==> src/rtl/gpb_defs.svh <==
`ifndef GPB_DEFS_SVH
`define GPB_DEFS_SVH

// ----------------------------------------
// Register map
// ----------------------------------------
`define GPB_ADDR_W          16
`define GPB_DATA_W          16
`define GPB_PINS            8
`define GPB_ADDR_DIRECTION  16'h3400
`define GPB_ADDR_LEVEL      16'h3401
`define GPB_DIRECTION_RESET 8'h00
`define GPB_RESERVED_READ   8'h00

// ----------------------------------------
// Timing
// ----------------------------------------
`define GPB_SYNC_FILL       2'h2

`endif

==> src/rtl/gpb_pkg.sv <==
`include "gpb_defs.svh"

package gpb_pkg;

	// ----------------------------------------
	// Types
	// ----------------------------------------
	typedef logic [`GPB_ADDR_W-1:0] gpb_addr_t;
	typedef logic [`GPB_DATA_W-1:0] gpb_data_t;
	typedef logic [`GPB_PINS-1:0]   gpb_pins_t;

	typedef enum logic [1:0] {
		GPB_ST_RESET = 2'b01,
		GPB_ST_RUN   = 2'b10
	} gpb_state_e;

endpackage

==> src/rtl/gpb_port.sv <==
`timescale 1ns/10ps
`include "gpb_defs.svh"

module gpb_port (
	// Clock and reset
	input  wire logic               sys_clk,
	input  wire logic               resetn,
	// Peripheral bus
	input  wire gpb_pkg::gpb_addr_t bus_addr,
	input  wire logic               bus_sel,
	input  wire logic               bus_wr,
	input  wire gpb_pkg::gpb_data_t bus_wdata,
	output gpb_pkg::gpb_data_t      bus_rdata,
	output logic                    bus_ack,
	// Pins
	input  wire gpb_pkg::gpb_pins_t pin_in,
	output gpb_pkg::gpb_pins_t      pin_out,
	output gpb_pkg::gpb_pins_t      pin_oe
);
	import gpb_pkg::*;

	gpb_pins_t  pin_sync;
	gpb_pins_t  level_view;
	gpb_state_e state_q;
	gpb_state_e state_d;
	logic [1:0] fill_q;
	logic [1:0] fill_d;
	gpb_pins_t  dir_q;
	gpb_pins_t  dir_d;
	gpb_pins_t  latch_q;
	gpb_pins_t  latch_d;
	gpb_data_t  rdata_q;
	gpb_data_t  rdata_d;
	logic       ack_q;
	logic       ack_d;
	logic       run_now;
	logic       fill_done;
	logic       capture_now;
	logic       hit_dir;
	logic       hit_level;
	logic       wr_dir;
	logic       wr_level;
	logic       rd_req;

	// ----------------------------------------
	// Input synchroniser
	// ----------------------------------------
	gpb_sync u_sync (
		.sys_clk  (sys_clk),
		.resetn   (resetn),
		.pin_in   (pin_in),
		.pin_sync (pin_sync)
	);

	// ----------------------------------------
	// Start-up sequence
	// ----------------------------------------
	always_comb begin
		state_d = state_q;
		fill_d  = fill_q;
		case (state_q)
			GPB_ST_RESET: begin
				// Hold off until the synchroniser carries real pin levels
				if (fill_done) begin
					state_d = GPB_ST_RUN;
				end else begin
					fill_d = fill_q + 2'h1;
				end
			end
			GPB_ST_RUN: begin
				state_d = GPB_ST_RUN;
			end
			default: begin
				state_d = GPB_ST_RUN;
			end
		endcase
	end

	always_ff @(posedge sys_clk) begin
		if (!resetn) begin
			state_q <= GPB_ST_RESET;
			fill_q  <= 2'h0;
		end else begin
			state_q <= state_d;
			fill_q  <= fill_d;
		end
	end

	// ----------------------------------------
	// Access decode
	// ----------------------------------------
	always_comb begin
		run_now     = (state_q == GPB_ST_RUN);
		fill_done   = (fill_q == `GPB_SYNC_FILL);
		capture_now = (state_q == GPB_ST_RESET) && fill_done;
		hit_dir     = bus_sel && (bus_addr == `GPB_ADDR_DIRECTION);
		hit_level   = bus_sel && (bus_addr == `GPB_ADDR_LEVEL);
		// Writes are ignored until the sequence reaches GPB_ST_RUN so the start-up capture cannot be lost
		wr_dir      = run_now && hit_dir && bus_wr;
		wr_level    = run_now && hit_level && bus_wr;
		rd_req      = bus_sel && !bus_wr;
	end

	// ----------------------------------------
	// Direction register
	// ----------------------------------------
	always_comb begin
		dir_d = dir_q;
		if (wr_dir) begin
			// Upper byte is reserved and dropped
			dir_d = bus_wdata[`GPB_PINS-1:0];
		end
	end

	always_ff @(posedge sys_clk) begin
		if (!resetn) begin
			dir_q <= `GPB_DIRECTION_RESET;
		end else begin
			dir_q <= dir_d;
		end
	end

	// ----------------------------------------
	// Output latch
	// ----------------------------------------
	always_comb begin
		latch_d = latch_q;
		if (capture_now) begin
			// Take the settled pin levels once after reset
			latch_d = pin_sync;
		end else if (wr_level) begin
			latch_d = bus_wdata[`GPB_PINS-1:0];
		end
	end

	always_ff @(posedge sys_clk) begin
		if (!resetn) begin
			latch_q <= '0;
		end else begin
			latch_q <= latch_d;
		end
	end

	// ----------------------------------------
	// Per-pin read view
	// ----------------------------------------
	always_comb begin
		for (int i = 0; i < `GPB_PINS; i++) begin
			if (dir_q[i]) begin
				// Output pins read back their latch
				level_view[i] = latch_q[i];
			end else begin
				// Input pins read the synchronised level
				level_view[i] = pin_sync[i];
			end
		end
	end

	// ----------------------------------------
	// Read data
	// ----------------------------------------
	always_comb begin
		rdata_d = rdata_q;
		if (rd_req) begin
			if (hit_dir) begin
				rdata_d = {`GPB_RESERVED_READ, dir_q};
			end else if (hit_level) begin
				rdata_d = {`GPB_RESERVED_READ, level_view};
			end else begin
				// Unmapped reads return zero
				rdata_d = '0;
			end
		end
	end

	always_ff @(posedge sys_clk) begin
		if (!resetn) begin
			rdata_q <= '0;
		end else begin
			rdata_q <= rdata_d;
		end
	end

	// ----------------------------------------
	// Acknowledge
	// ----------------------------------------
	always_comb begin
		// Every selected cycle is answered, mapped or not
		ack_d = bus_sel;
	end

	always_ff @(posedge sys_clk) begin
		if (!resetn) begin
			ack_q <= 1'b0;
		end else begin
			ack_q <= ack_d;
		end
	end

	// ----------------------------------------
	// Pin outputs
	// ----------------------------------------
	assign pin_out   = latch_q;
	assign pin_oe    = dir_q;

	// ----------------------------------------
	// Bus outputs
	// ----------------------------------------
	assign bus_rdata = rdata_q;
	assign bus_ack   = ack_q;

endmodule // gpb_port

==> src/rtl/gpb_sync.sv <==
`timescale 1ns/10ps
`include "gpb_defs.svh"

module gpb_sync (
	// Clock and reset
	input  wire logic            sys_clk,
	input  wire logic            resetn,
	// Levels
	input  wire gpb_pkg::gpb_pins_t pin_in,
	output gpb_pkg::gpb_pins_t      pin_sync
);
	import gpb_pkg::*;

	gpb_pins_t stage1_q;
	gpb_pins_t stage1_d;
	gpb_pins_t stage2_q;
	gpb_pins_t stage2_d;

	// ----------------------------------------
	// Two-flop synchroniser
	// ----------------------------------------
	always_comb begin
		stage1_d = pin_in;
		stage2_d = stage1_q;
	end

	always_ff @(posedge sys_clk) begin
		if (!resetn) begin
			stage1_q <= '0;
			stage2_q <= '0;
		end else begin
			stage1_q <= stage1_d;
			stage2_q <= stage2_d;
		end
	end

	assign pin_sync = stage2_q;

endmodule // gpb_sync

==> config.mk <==
export PLATFORM = sky130hd
export DESIGN_NAME = gpb_port
export DESIGN_NICKNAME = d
export VERILOG_FILES = /design/src/rtl/gpb_pkg.sv /design/src/rtl/gpb_port.sv /design/src/rtl/gpb_sync.sv
export VERILOG_INCLUDE_DIRS = /design/src /design/src/rtl
export SDC_FILE = /design/constraint.sdc
export NUM_CORES = 1
export LEC_CHECK = 0
export BUFFER_PORTS_ARGS = -buffer_cell sky130_fd_sc_hd__buf_2
export CORE_AREA = 8 8 74 76
export CTS_BUF_LIST = sky130_fd_sc_hd__clkbuf_4
export DETAILED_ROUTE_END_ITERATION = 8
export DIE_AREA = 0 0 82 84
export PLACE_DENSITY_LB_ADDON = 0.1
export RECOVER_POWER = 100
export SYNTH_ARGS = -nofsm -noshare
export SYNTH_HDL_FRONTEND = slang
export SYNTH_SLANG_ARGS = --single-unit
==> constraint.sdc <==
create_clock -name sys_clk -period 2.45 [get_ports sys_clk]
set_clock_uncertainty 0.05 [all_clocks]
set_input_delay 0.735 -clock sys_clk [delete_from_list [all_inputs] [get_ports sys_clk]]
set_output_delay 0.735 -clock sys_clk [all_outputs]
set_load 0.01 [all_outputs]
Yosys cells after proc, flatten, opt, wreduce, memory -nomap -nowiden
Cells that the tools add are included.

operators by class
  bitwise operators = 1
  multiplexer cells = 14
  add/subtract/negate cells = 1
  reduce and logical (&&, ||, !) cells = 11
  equality and inequality tests = 6

operator list
  kind                                                                      number
  16-bit by 14-bit equality test with 1-bit output (second input constant)  2
  8-bit 2-to-1 mux                                                          4
  1-bit logical AND                                                         8
  1-bit 2-to-1 mux                                                          8
  2-bit equality test (second input constant)                               2
  2-bit 2-to-1 mux                                                          2
  2-bit by 1-bit adder with 2-bit output (second input constant)            1
  2-bit by 1-bit equality test with 1-bit output (second input constant)    1
  2-bit inequality test (second input constant)                             1
  2-bit AND reduction                                                       1
  2-bit nonzero test                                                        1
  1-bit logical NOT                                                         1
  1-bit inverter                                                            1

word-level totals
  input bits = 44
  logic and storage cells = 41
  flip-flop bits (word level) = 53

Logic depth before layout (Yosys ltp)
Gate-level depths: netlist of the first run.

  word-level depth = 6
  gate-level depth with buffers = 6

By module
A second synthesis of the first run with hierarchy kept.

unflattened totals
  cells, all modules = 204
  area total of the unflattened synthesis = 1926.8 sq um

modules (own cells, without submodules)
  module    seq. area each (sq um)  area each (sq um)  cells each  times used
  gpb_port  580.6                   1480.2             171         1
  gpb_sync  320.3                   446.7              33          1

Worst setup path before layout of the first run
No wires, ideal clock.

  path kind = input to register
  from = input bus_addr[5]
  to = register latch_q[7] (netlist: pin_out[7])
  path slack = -0.005 ns
  cell stages on the path = 6
  required time = 2.275 ns
  library setup time = 0.125 ns
  arrival = 2.280 ns
  cells stage by stage = or4_1 > or4_4 > buf_6 > buf_8 > o21ai_1 > a31oi_1

between the ends
  cells in the longest elaborated chain, start to end = 5

ends and longest elaborated chain
  item                                                        RTL line         source
  from (decl)                                                 gpb_port.sv:9    input wire gpb_pkg::gpb_addr_t bus_addr,
  16-bit by 14-bit equality test with 1-bit output (no line)  -
  1-bit logical AND                                           gpb_port.sv:97   hit_level = bus_sel && (bus_addr == `GPB_ADDR_LEVEL);
  1-bit logical AND (2 in series)                             gpb_port.sv:100  wr_level = run_now && hit_level && bus_wr;
  2-bit nonzero test (no line)                                -
  to (signal assigned)                                        gpb_port.sv:140  latch_q <= latch_d;
  to (decl)                                                   gpb_port.sv:30   gpb_pins_t latch_q;

No other way between the ends.
A chain may end at the register's enable or synchronous reset.

Worst setup path in the final report of the first run
  from = input bus_addr[5]
  to = register latch_q[5] (netlist: pin_out[5])

Same word-level chain as after synthesis.

==> results of run 1 <==
[layout by cell type, fill, tap and decap left out, drive strengths merged, types with 3 or more instances in the layout]
cell type,count
buf,39
a21o,8
a21boi,9
and2,18
clkbuf,34
o21ai,40
dfxtp,45
conb,8
a31oi,8
inv,3
nand2,18
nand4,9
nand4b,8
[stage by stage]
stage | area, um^2 | hold WS [ps] | power [mW]
after floorplan | 1920 | 362 | 1.05
after global placement | 2220 | 364 | 1.14
after detailed placement | 2220 | 369 | 1.16
after CTS | 2310 | 400 | 1.63
after global routing | 2260 | 411 | 1.69
final | 2260 | 396 | 1.60
[routing by layer]
layer	vias to the layer above	GRT usage [%]
li1	825	-
met1	755	17.3
met2	63	20.4
met3	0	5.60
met4	0	4.31
met5	-	0
[power by group]
part	switching (mW)	internal, mW	leakage, nW
sequential	0.0419	0.806	0.368
clock	0.242	0.229	0.0459
combinational	0.157	0.123	0.504
total	0.441	1.16	0.918
[logic make-up (layout without fill, tap and decap cells)]
| kind of cell | Yosys count | after routing | share of synthesized area, % |
|---|---|---|---|
| flip-flops | 45 | 45 | 47.8 |
| adder cells (fa/ha/maj) | 1 | 1 | 0.663 |
| AO/OA/AOI/OAI | 66 | 66 | 20.6 |
| AND/OR/NAND/NOR | 65 | 65 | 22.5 |
| buffers and inverters | 25 | 78 | 7.83 |
| XOR/XNOR | 1 | 1 | 0.465 |
| other | 1 | 8 | 0.199 |
[flip-flops by register name, summed over array words and instances (netlist names)]
register         flops
pin_oe               8
state_q              2
bus_rdata            8
u_sync.stage1_q      8
pin_out              8
u_sync.pin_sync      8
bus_ack              1
fill_q               2
[layout make-up]
type / count / share of cell area [%]
Inverter: 3 / 0.498
Clock buffer: 6 / 1.99
Tap cell: 52 / 2.88
Clock inverter: 2 / 1.72
Timing Repair Buffer: 67 / 14.4
Multi-Input combinational cell: 141 / 38.7
Sequential cell: 45 / 39.8
[path summary, 6_finish.rpt]
check                                 from                             to  slack (ps)
max                            bus_addr[5]        pin_out[5]$_SDFFE_PN0P_         230
min          u_sync.stage1_q[6]$_SDFF_PN0_  u_sync.pin_sync[6]$_SDFF_PN0_         400
max reg2reg        state_q[0]$_SDFFE_PN1N_        pin_out[5]$_SDFFE_PN0P_         800
min reg2reg  u_sync.stage1_q[6]$_SDFF_PN0_  u_sync.pin_sync[6]$_SDFF_PN0_         400
==> results.tsv, run 1 <==
stage	metric	value	unit
run_status	status	complete, no violations	
layout	postLayoutCoreUtil	53.0	%
synth	ys_top_cells_by_count	45 x dfxtp_1, 30 x o21ai_0, 18 x and2_1, 18 x nand2_1, 10 x o21ai_1	
route	highest_layer	met3	
worst_setup_path	crit_buf_inv	1	
clocking	insertion_delay	360	ps
synth	seq_area_frac_synth	47.8	%
route	viasPerCell	5.20	
grt	grt_usage	13.7	%
worst_setup_path	slowest_delay	680	ps
clocking	clk_pin_slew	120	ps
sta	relSlewSlack	19.7	%
route	wl_met3	428	um
synth	synth_top_area_share	47.8	%
worst_setup_path	slowest_stage	or4_4	
placement	pre_cts_slack	-98.4	ps
route	drtAntennaViolNets	0	
sta	setup_violations	0	
route	drc	0	
worst_setup_path	cp_max_fo	16	
worst_setup_path	cp_top_family	simple AND/OR/NAND/NOR gates	
clocking	htree_levels	2	
layout	multi_input_area	875	um^2
layout	layout-drive-gt1-share	19.3	%
grt	grt.overflow.total	0	
sta	finalSetupTns	0	ps
grt	grt_pass1_wl	7.42	mm
clocking	numCtsBuffers	5	
worst_setup_path	arrival	2380	ps
route	first_pass_iters	5	
worst_setup_path	startpoint_type	input port	
route	drt-initial-drc-count	121	
route	vias	1643	
layout	regArea	901	um^2
clocking	cts_hold_buf	0	
synth	synth_edf_count	0	
clocking	cts_tree	done	
route	wirelength	4.69	mm
worst_setup_path	worstSetupPathType	in2reg	
clocking	clockBufferDepth	2	
layout	diodes	0	
synth	post-synth-top-count-cell	dfxtp_1	
placement	port_buffers	60	
floorplan	ioPinCount	77	
synth	synth_cell_type_count	29	
sta	hold_viol_final	0	
route	wl_per_cell	14.8	um
clocking	numClockSinks	45	
placement	place_congestion	0.748	
synth	yosysTopAreaCell	dfxtp_1	
floorplan	core_area	4260	um^2
synth	yosys-top-cells-area	dfxtp_1 48%, o21ai_0 8.0%, and2_1 6.0%	
placement	hpwl	3.42	mm
floorplan	die-height	84	um
pwr	ir_worst_vdd	0.000374	V
grt	antenna_found_initial	0	
sta	max_freq	451	MHz
pwr	p_per_area	707	nW/um^2
route	m1WireLength	2.03	mm
synth	synthFlopType	dfxtp_1	
clocking	ctsResizeCount	0	
placement	place_inst	308	
synth	ys_ff_latch	45	
synth	synthCells	204	
synth	ys_async_sr_fraction	0	%
floorplan	placementRows	24	
clocking	cts_setup_buffers	0	
run	drv_cap	0	
synth	syn_area	1890	um^2
layout	area_growth	19.9	%
layout	nets	308	
clocking	cts_root_buf	clkbuf_4	
worst_setup_path	cp-end-kind	flop	
sta	finalCritPeriodShare	90.4	%
synth	yosysWarnings	0	
floorplan	die-area	6890	um^2
worst_setup_path	crit_chain	buf_2, or4_1, or4_4, o21ai_0, a31oi_1	
synth	avgSynthCellArea	9.24	um^2
worst_setup_path	path_depth	5	
min_path	hold_depth	1	
layout	fillers	425	
sta	rsz0062_at_grt	false	
floorplan	die_w	82	um
sta	slew_viol_final	0	
sta	worst_pin_slew	1200	ps
pwr	leakage	0.918	nW
floorplan	initial_utilization	44.2	%
grt	grt_max_degree	36	
min_path	hold_path_class	reg2reg	
layout	stdcell_count	316	
grt	grt_pass1_vias	1549	
worst_setup_path	ff2ff_path_depth	4	
worst_setup_path	crit_required	2610	ps
sta	setup_ws	234	ps
sta	fin_crit	2220	ps
route	wl_met2	2.23	mm
No activity file was read; power rests on OpenSTA's default activity.
==> inputs of run 2 (changes only) <==
- RECOVER_POWER: 100 -> 25
==> results.tsv, run 2 (synthesized netlist as in run 1, its figures left out) <==
stage	metric	value	unit	change
worst_setup_path	slowest_stage	or4_4		
clocking	clockBufferDepth	2		unchanged
floorplan	ioPinCount	77		unchanged
grt	antenna_found_initial	0		unchanged
floorplan	die-height	84	um	unchanged
grt	grt_max_degree	36		unchanged
sta	setup_ws	250	ps	+16.4 ps
clocking	cts_setup_buffers	0		unchanged
worst_setup_path	slowest_delay	670	ps	about the same
worst_setup_path	crit_chain	buf_2, or4_4, or4_4, o21ai_0, a31oi_1		
sta	hold_viol_final	0		unchanged
clocking	cts_tree	done		
sta	slew_viol_final	0		unchanged
layout	final_common_cell	buf_2		
placement	port_buffers	60		unchanged
worst_setup_path	worstSetupPathType	in2reg		
placement	pre_cts_slack	-98.4	ps	unchanged
route	wirelength	4.66	mm	-0.68%
grt	grt.overflow.total	0		unchanged
run	drv_cap	0		unchanged
run_status	status	complete, no violations		
floorplan	core_area	4260	um^2	unchanged
placement	place_congestion	0.748		unchanged
grt	grt_pass1_wl	7.42	mm	unchanged
worst_setup_path	crit_required	2610	ps	about the same
sta	finalCritPeriodShare	89.8	%	-0.67 points
route	drtAntennaViolNets	0		unchanged
pwr	leakage	1.03	nW	+13%
clocking	numCtsBuffers	5		unchanged
route	viasPerCell	5.09		-2.1%
worst_setup_path	path_depth	5		unchanged
min_path	hold_path_class	reg2reg		
floorplan	placementRows	24		unchanged
sta	worst_pin_slew	1200	ps	-3.55 ps
layout	nets	308		unchanged
route	wl_per_cell	14.7	um	-0.68%
route	vias	1609		-2.1%
sta	setup_violations	0		unchanged
worst_setup_path	cp_top_family	simple AND/OR/NAND/NOR gates		
sta	hold_ws	397	ps	+0.328 ps
clocking	insertion_delay	360	ps	about the same
clocking	ctsResizeCount	0		unchanged
layout	area_growth	22.2	%	
placement	place_inst	308		unchanged
worst_setup_path	startpoint_type	input port		
layout	multi_input_area	882	um^2	+0.86%
layout	regArea	901	um^2	unchanged
placement	hpwl	3.42	mm	unchanged
floorplan	die-area	6890	um^2	unchanged
pwr	p_per_area	698	nW/um^2	-1.2%
clocking	numClockSinks	45		unchanged
route	first_pass_iters	4		-1
layout	layout-drive-gt1-share	29.9	%	+11 points
worst_setup_path	crit_buf_inv	1		unchanged
sta	rsz0062_at_grt	false		
grt	grt_usage	13.7	%	unchanged
sta	finalSetupTns	0	ps	unchanged
clocking	clk_pin_slew	120	ps	about the same
worst_setup_path	cpMostUsedCell	or4_4		
worst_setup_path	arrival	2360	ps	-20 ps
worst_setup_path	ff2ff_path_depth	4		unchanged
clocking	htree_levels	2		unchanged
pwr	power	1.61	mW	+0.66%
layout	fillers	405		-4.7%
layout	stdcell_count	316		unchanged
floorplan	initial_utilization	44.2	%	unchanged
sta	fin_crit	2200	ps	-16.4 ps
pwr	ir_worst_vdd	0.000375	V	+0.23%
clocking	cts_root_buf	clkbuf_4		
worst_setup_path	cp-end-kind	flop		
clocking	cts_hold_buf	0		unchanged
layout	final_cell_mix	59 x buf_2, 45 x dfxtp_1, 30 x o21ai_0		
floorplan	die_w	82	um	unchanged
sta	relSlewSlack	19.9	%	+0.24 points
worst_setup_path	cp_max_fo	16		unchanged
route	drt-initial-drc-count	124		+2.5%
sta	max_freq	455	MHz	+0.75%
layout	diodes	0		unchanged
min_path	hold_depth	1		unchanged
route	drc	0		unchanged
grt	grt_pass1_vias	1549		unchanged
run 2: changes by cell type in the layout (fill, tap and decap cells not counted), moves of 4 or more:
| cell | before | now |
|---|---|---|
| clkbuf_1 | 28 | 2 |
| buf_2 | 34 | 59 |
| a21boi_0 | 4 | 0 |
| a21boi_1 | 5 | 9 |
run 2: metrics by stage:
| stage | area [um^2] | utilization, % |
|---|---|---|
| after floorplan | 1920 | - |
| after global placement | 2220 | 52.2 |
| after detailed placement | 2220 | 52.2 |
| after CTS | 2310 | 54.1 |
| after global routing | 2300 | 54.0 |
| final | 2300 | 54.0 |
run 2: area by class of cell:
class                   count  area share [%]
clock inverters             2            1.68
repair buffers             67            15.6
well taps                  52            2.82
multi-input cells         141            38.3
inverters                   3           0.489
clock buffers               6            1.96
flip-flops and latches     45            39.1
run 2: layer usage:
metal	wire (um)	vias up	GRT usage, %
met5	0	-	0
met2	2200	55	20.4
met4	15	0	4.31
met1	2030	727	17.3
li1	-	825	-
met3	417	2	5.60
run 2: worst paths after layout:
check	startpoint	slack (ps)	to
worst max-delay path	bus_addr[5]	250	pin_out[5]$_SDFFE_PN0P_
worst min-delay path	u_sync.stage1_q[7]$_SDFF_PN0_	400	u_sync.pin_sync[7]$_SDFF_PN0_
worst max register to register	state_q[0]$_SDFFE_PN1N_	800	pin_out[5]$_SDFFE_PN0P_
worst min register to register	u_sync.stage1_q[7]$_SDFF_PN0_	400	u_sync.pin_sync[7]$_SDFF_PN0_
run 2: report_power, final:
part	internal [mW]	switching, mW	leakage (nW)
combinational	0.133	0.158	0.621
sequential	0.806	0.0402	0.368
clock	0.229	0.243	0.0459
total	1.17	0.441	1.03
run 2: worst reg2reg max path, stage by stage, from the launching register on:
cell and delay, ps:
dfxtp_1 340, nand3b_1 220, or4_4 570, o21ai_0 220
a31oi_1 120
==> inputs of run 3 (changes only) <==
- PLACE_DENSITY: not set -> 0.77
- PLACE_DENSITY_LB_ADDON: 0.1 -> not set
==> results.tsv, run 3 (synthesized netlist as in run 1, its figures left out) <==
stage	metric	value	unit	change
run_status	status	complete, no violations		
floorplan	die-height	84	um	unchanged
placement	port_buffers	60		unchanged
placement	place_congestion	0.755		+0.98%
layout	final_common_cell	buf_2		
sta	rsz0062_at_grt	false		
sta	finalCritPeriodShare	89.3	%	-0.50 points
sta	fin_crit	2190	ps	-12.3 ps
run	drv_cap	0		unchanged
grt	grt_max_degree	36		unchanged
worst_setup_path	worstSetupPathType	in2reg		
grt	antenna_found_initial	0		unchanged
clocking	clk_pin_slew	110	ps	about the same
clocking	numCtsBuffers	5		unchanged
sta	setup_violations	0		unchanged
pwr	leakage	1.01	nW	-2.3%
pwr	power	1.45	mW	-9.7%
worst_setup_path	r2r-start	state_q[0]$_SDFFE_PN1N_		
grt	grt.overflow.total	0		unchanged
grt	grt_pass1_vias	1561		+0.77%
clocking	insertion_delay	340	ps	-20 ps
floorplan	placementRows	24		unchanged
route	vias	1631		+1.4%
placement	pre_cts_slack	-97.9	ps	+0.425 ps
layout	nets	309		+0.32%
sta	relSlewSlack	21.9	%	+1.9 points
floorplan	ioPinCount	77		unchanged
worst_setup_path	arrival	2350	ps	about the same
route	first_pass_iters	4		unchanged
floorplan	die_w	82	um	unchanged
worst_setup_path	slowest_stage	or4_4		
worst_setup_path	cp_max_fo	16		unchanged
pwr	p_per_area	644	nW/um^2	-7.8%
worst_setup_path	cpMostUsedCell	or4_4		
min_path	hold_start	u_sync.stage1_q[7]$_SDFF_PN0_		
route	viasPerCell	5.15		+1.0%
worst_setup_path	cp_top_family	simple AND/OR/NAND/NOR gates		
worst_setup_path	startpoint_type	input port		
floorplan	core_area	4260	um^2	unchanged
grt	grt_usage	13.3	%	-0.45 points
pwr	ir_worst_vdd	0.000384	V	+2.4%
layout	diodes	0		unchanged
route	wirelength	4.47	mm	-4.1%
grt	grt_pass1_wl	7.29	mm	-1.8%
clocking	ctsResizeCount	0		unchanged
layout	layout-drive-gt1-share	29.4	%	-0.49 points
worst_setup_path	crit_required	2610	ps	about the same
clocking	cts_hold_buf	0		unchanged
min_path	hold_path_class	reg2reg		
sta	hold_viol_final	0		unchanged
clocking	cts_root_buf	clkbuf_4		
route	drtAntennaViolNets	0		unchanged
layout	final_cell_mix	59 x buf_2, 45 x dfxtp_1, 30 x o21ai_0		
sta	slew_viol_final	0		unchanged
placement	hpwl	3.33	mm	-2.7%
worst_setup_path	crit_chain	buf_2, or4_4, or4_4, o21ai_0, a31oi_1		
layout	fillers	425		+4.9%
clocking	htree_levels	2		unchanged
sta	worst_pin_slew	1170	ps	-29.1 ps
worst_setup_path	slowest_delay	670	ps	about the same
sta	setup_ws	263	ps	+12.3 ps
clocking	cts_tree	done		
route	drt-initial-drc-count	172		+39%
worst_setup_path	cp-end-kind	flop		
worst_setup_path	crit_buf_inv	1		unchanged
route	wl_per_cell	14.1	um	-4.4%
floorplan	die-area	6890	um^2	unchanged
floorplan	initial_utilization	44.2	%	unchanged
route	drc	0		unchanged
worst_setup_path	timing.critical_path.from	bus_addr[5]		
clocking	cts_setup_buffers	0		unchanged
clocking	clockBufferDepth	2		unchanged
layout	area_growth	19.6	%	
sta	max_freq	457	MHz	+0.56%
clocking	numClockSinks	45		unchanged
[run 3: cell count changes in the layout (fill, tap and decap cells not counted)]
cell and change:
and2_0 +2, and2_1 -2, buf_4 +2, clkinv_1 +2
buf_12 -1, bufinv_16 -1, clkbuf_4 -1, clkinv_2 +1
clkinv_4 -1, nor4bb_2 +1, nor4bb_4 -1
[run 3: layer usage]
| metal | track usage, % | vias up | share of wire, % |
|---|---|---|---|
| li1 | - | 827 | - |
| met1 | 16.5 | 742 | 42 |
| met2 | 20.9 | 57 | 48 |
| met3 | 3.99 | 5 | 9.3 |
| met4 | 4.31 | 0 | 1.1 |
| met5 | 0 | - | 0 |
[run 3: worst paths after layout]
kind                                                      end  slack (ps)  cells after the start
worst max-delay path                  pin_out[3]$_SDFFE_PN0P_         260                      5
worst min-delay path            u_sync.pin_sync[7]$_SDFF_PN0_         400                      1
worst max register to register        pin_out[3]$_SDFFE_PN0P_         830                      4
worst min register to register  u_sync.pin_sync[7]$_SDFF_PN0_         400                      1
[run 3: stage by stage]
step	util, %	setup TNS, ps	cell area (um^2)	cells	hold WS (ps)
after floorplan	-	0	1920	211	362
after global placement	51.8	-432	2210	309	365
after CTS	53.0	0	2260	317	398
after detailed placement	51.8	-632	2210	309	368
after global routing	52.9	0	2260	317	415
final	52.9	0	2260	317	395
[run 3: cell type report]
class,instances,area [um^2],area share [%]
Clock buffer,5,37.5,1.66
Clock inverter,3,12.5,0.555
Inverter,3,11.3,0.499
Multi-Input combinational cell,141,873,38.7
Sequential cell,45,901,39.9
Tap cell,52,65.1,2.88
Timing Repair Buffer,68,355,15.8
[run 3: report_power, final]
| part | leakage, nW | internal (mW) | switching (mW) |
|---|---|---|---|
| clock | 0.0300 | 0.104 | 0.214 |
| combinational | 0.613 | 0.132 | 0.158 |
| sequential | 0.368 | 0.806 | 0.0384 |
| total | 1.01 | 1.04 | 0.411 |
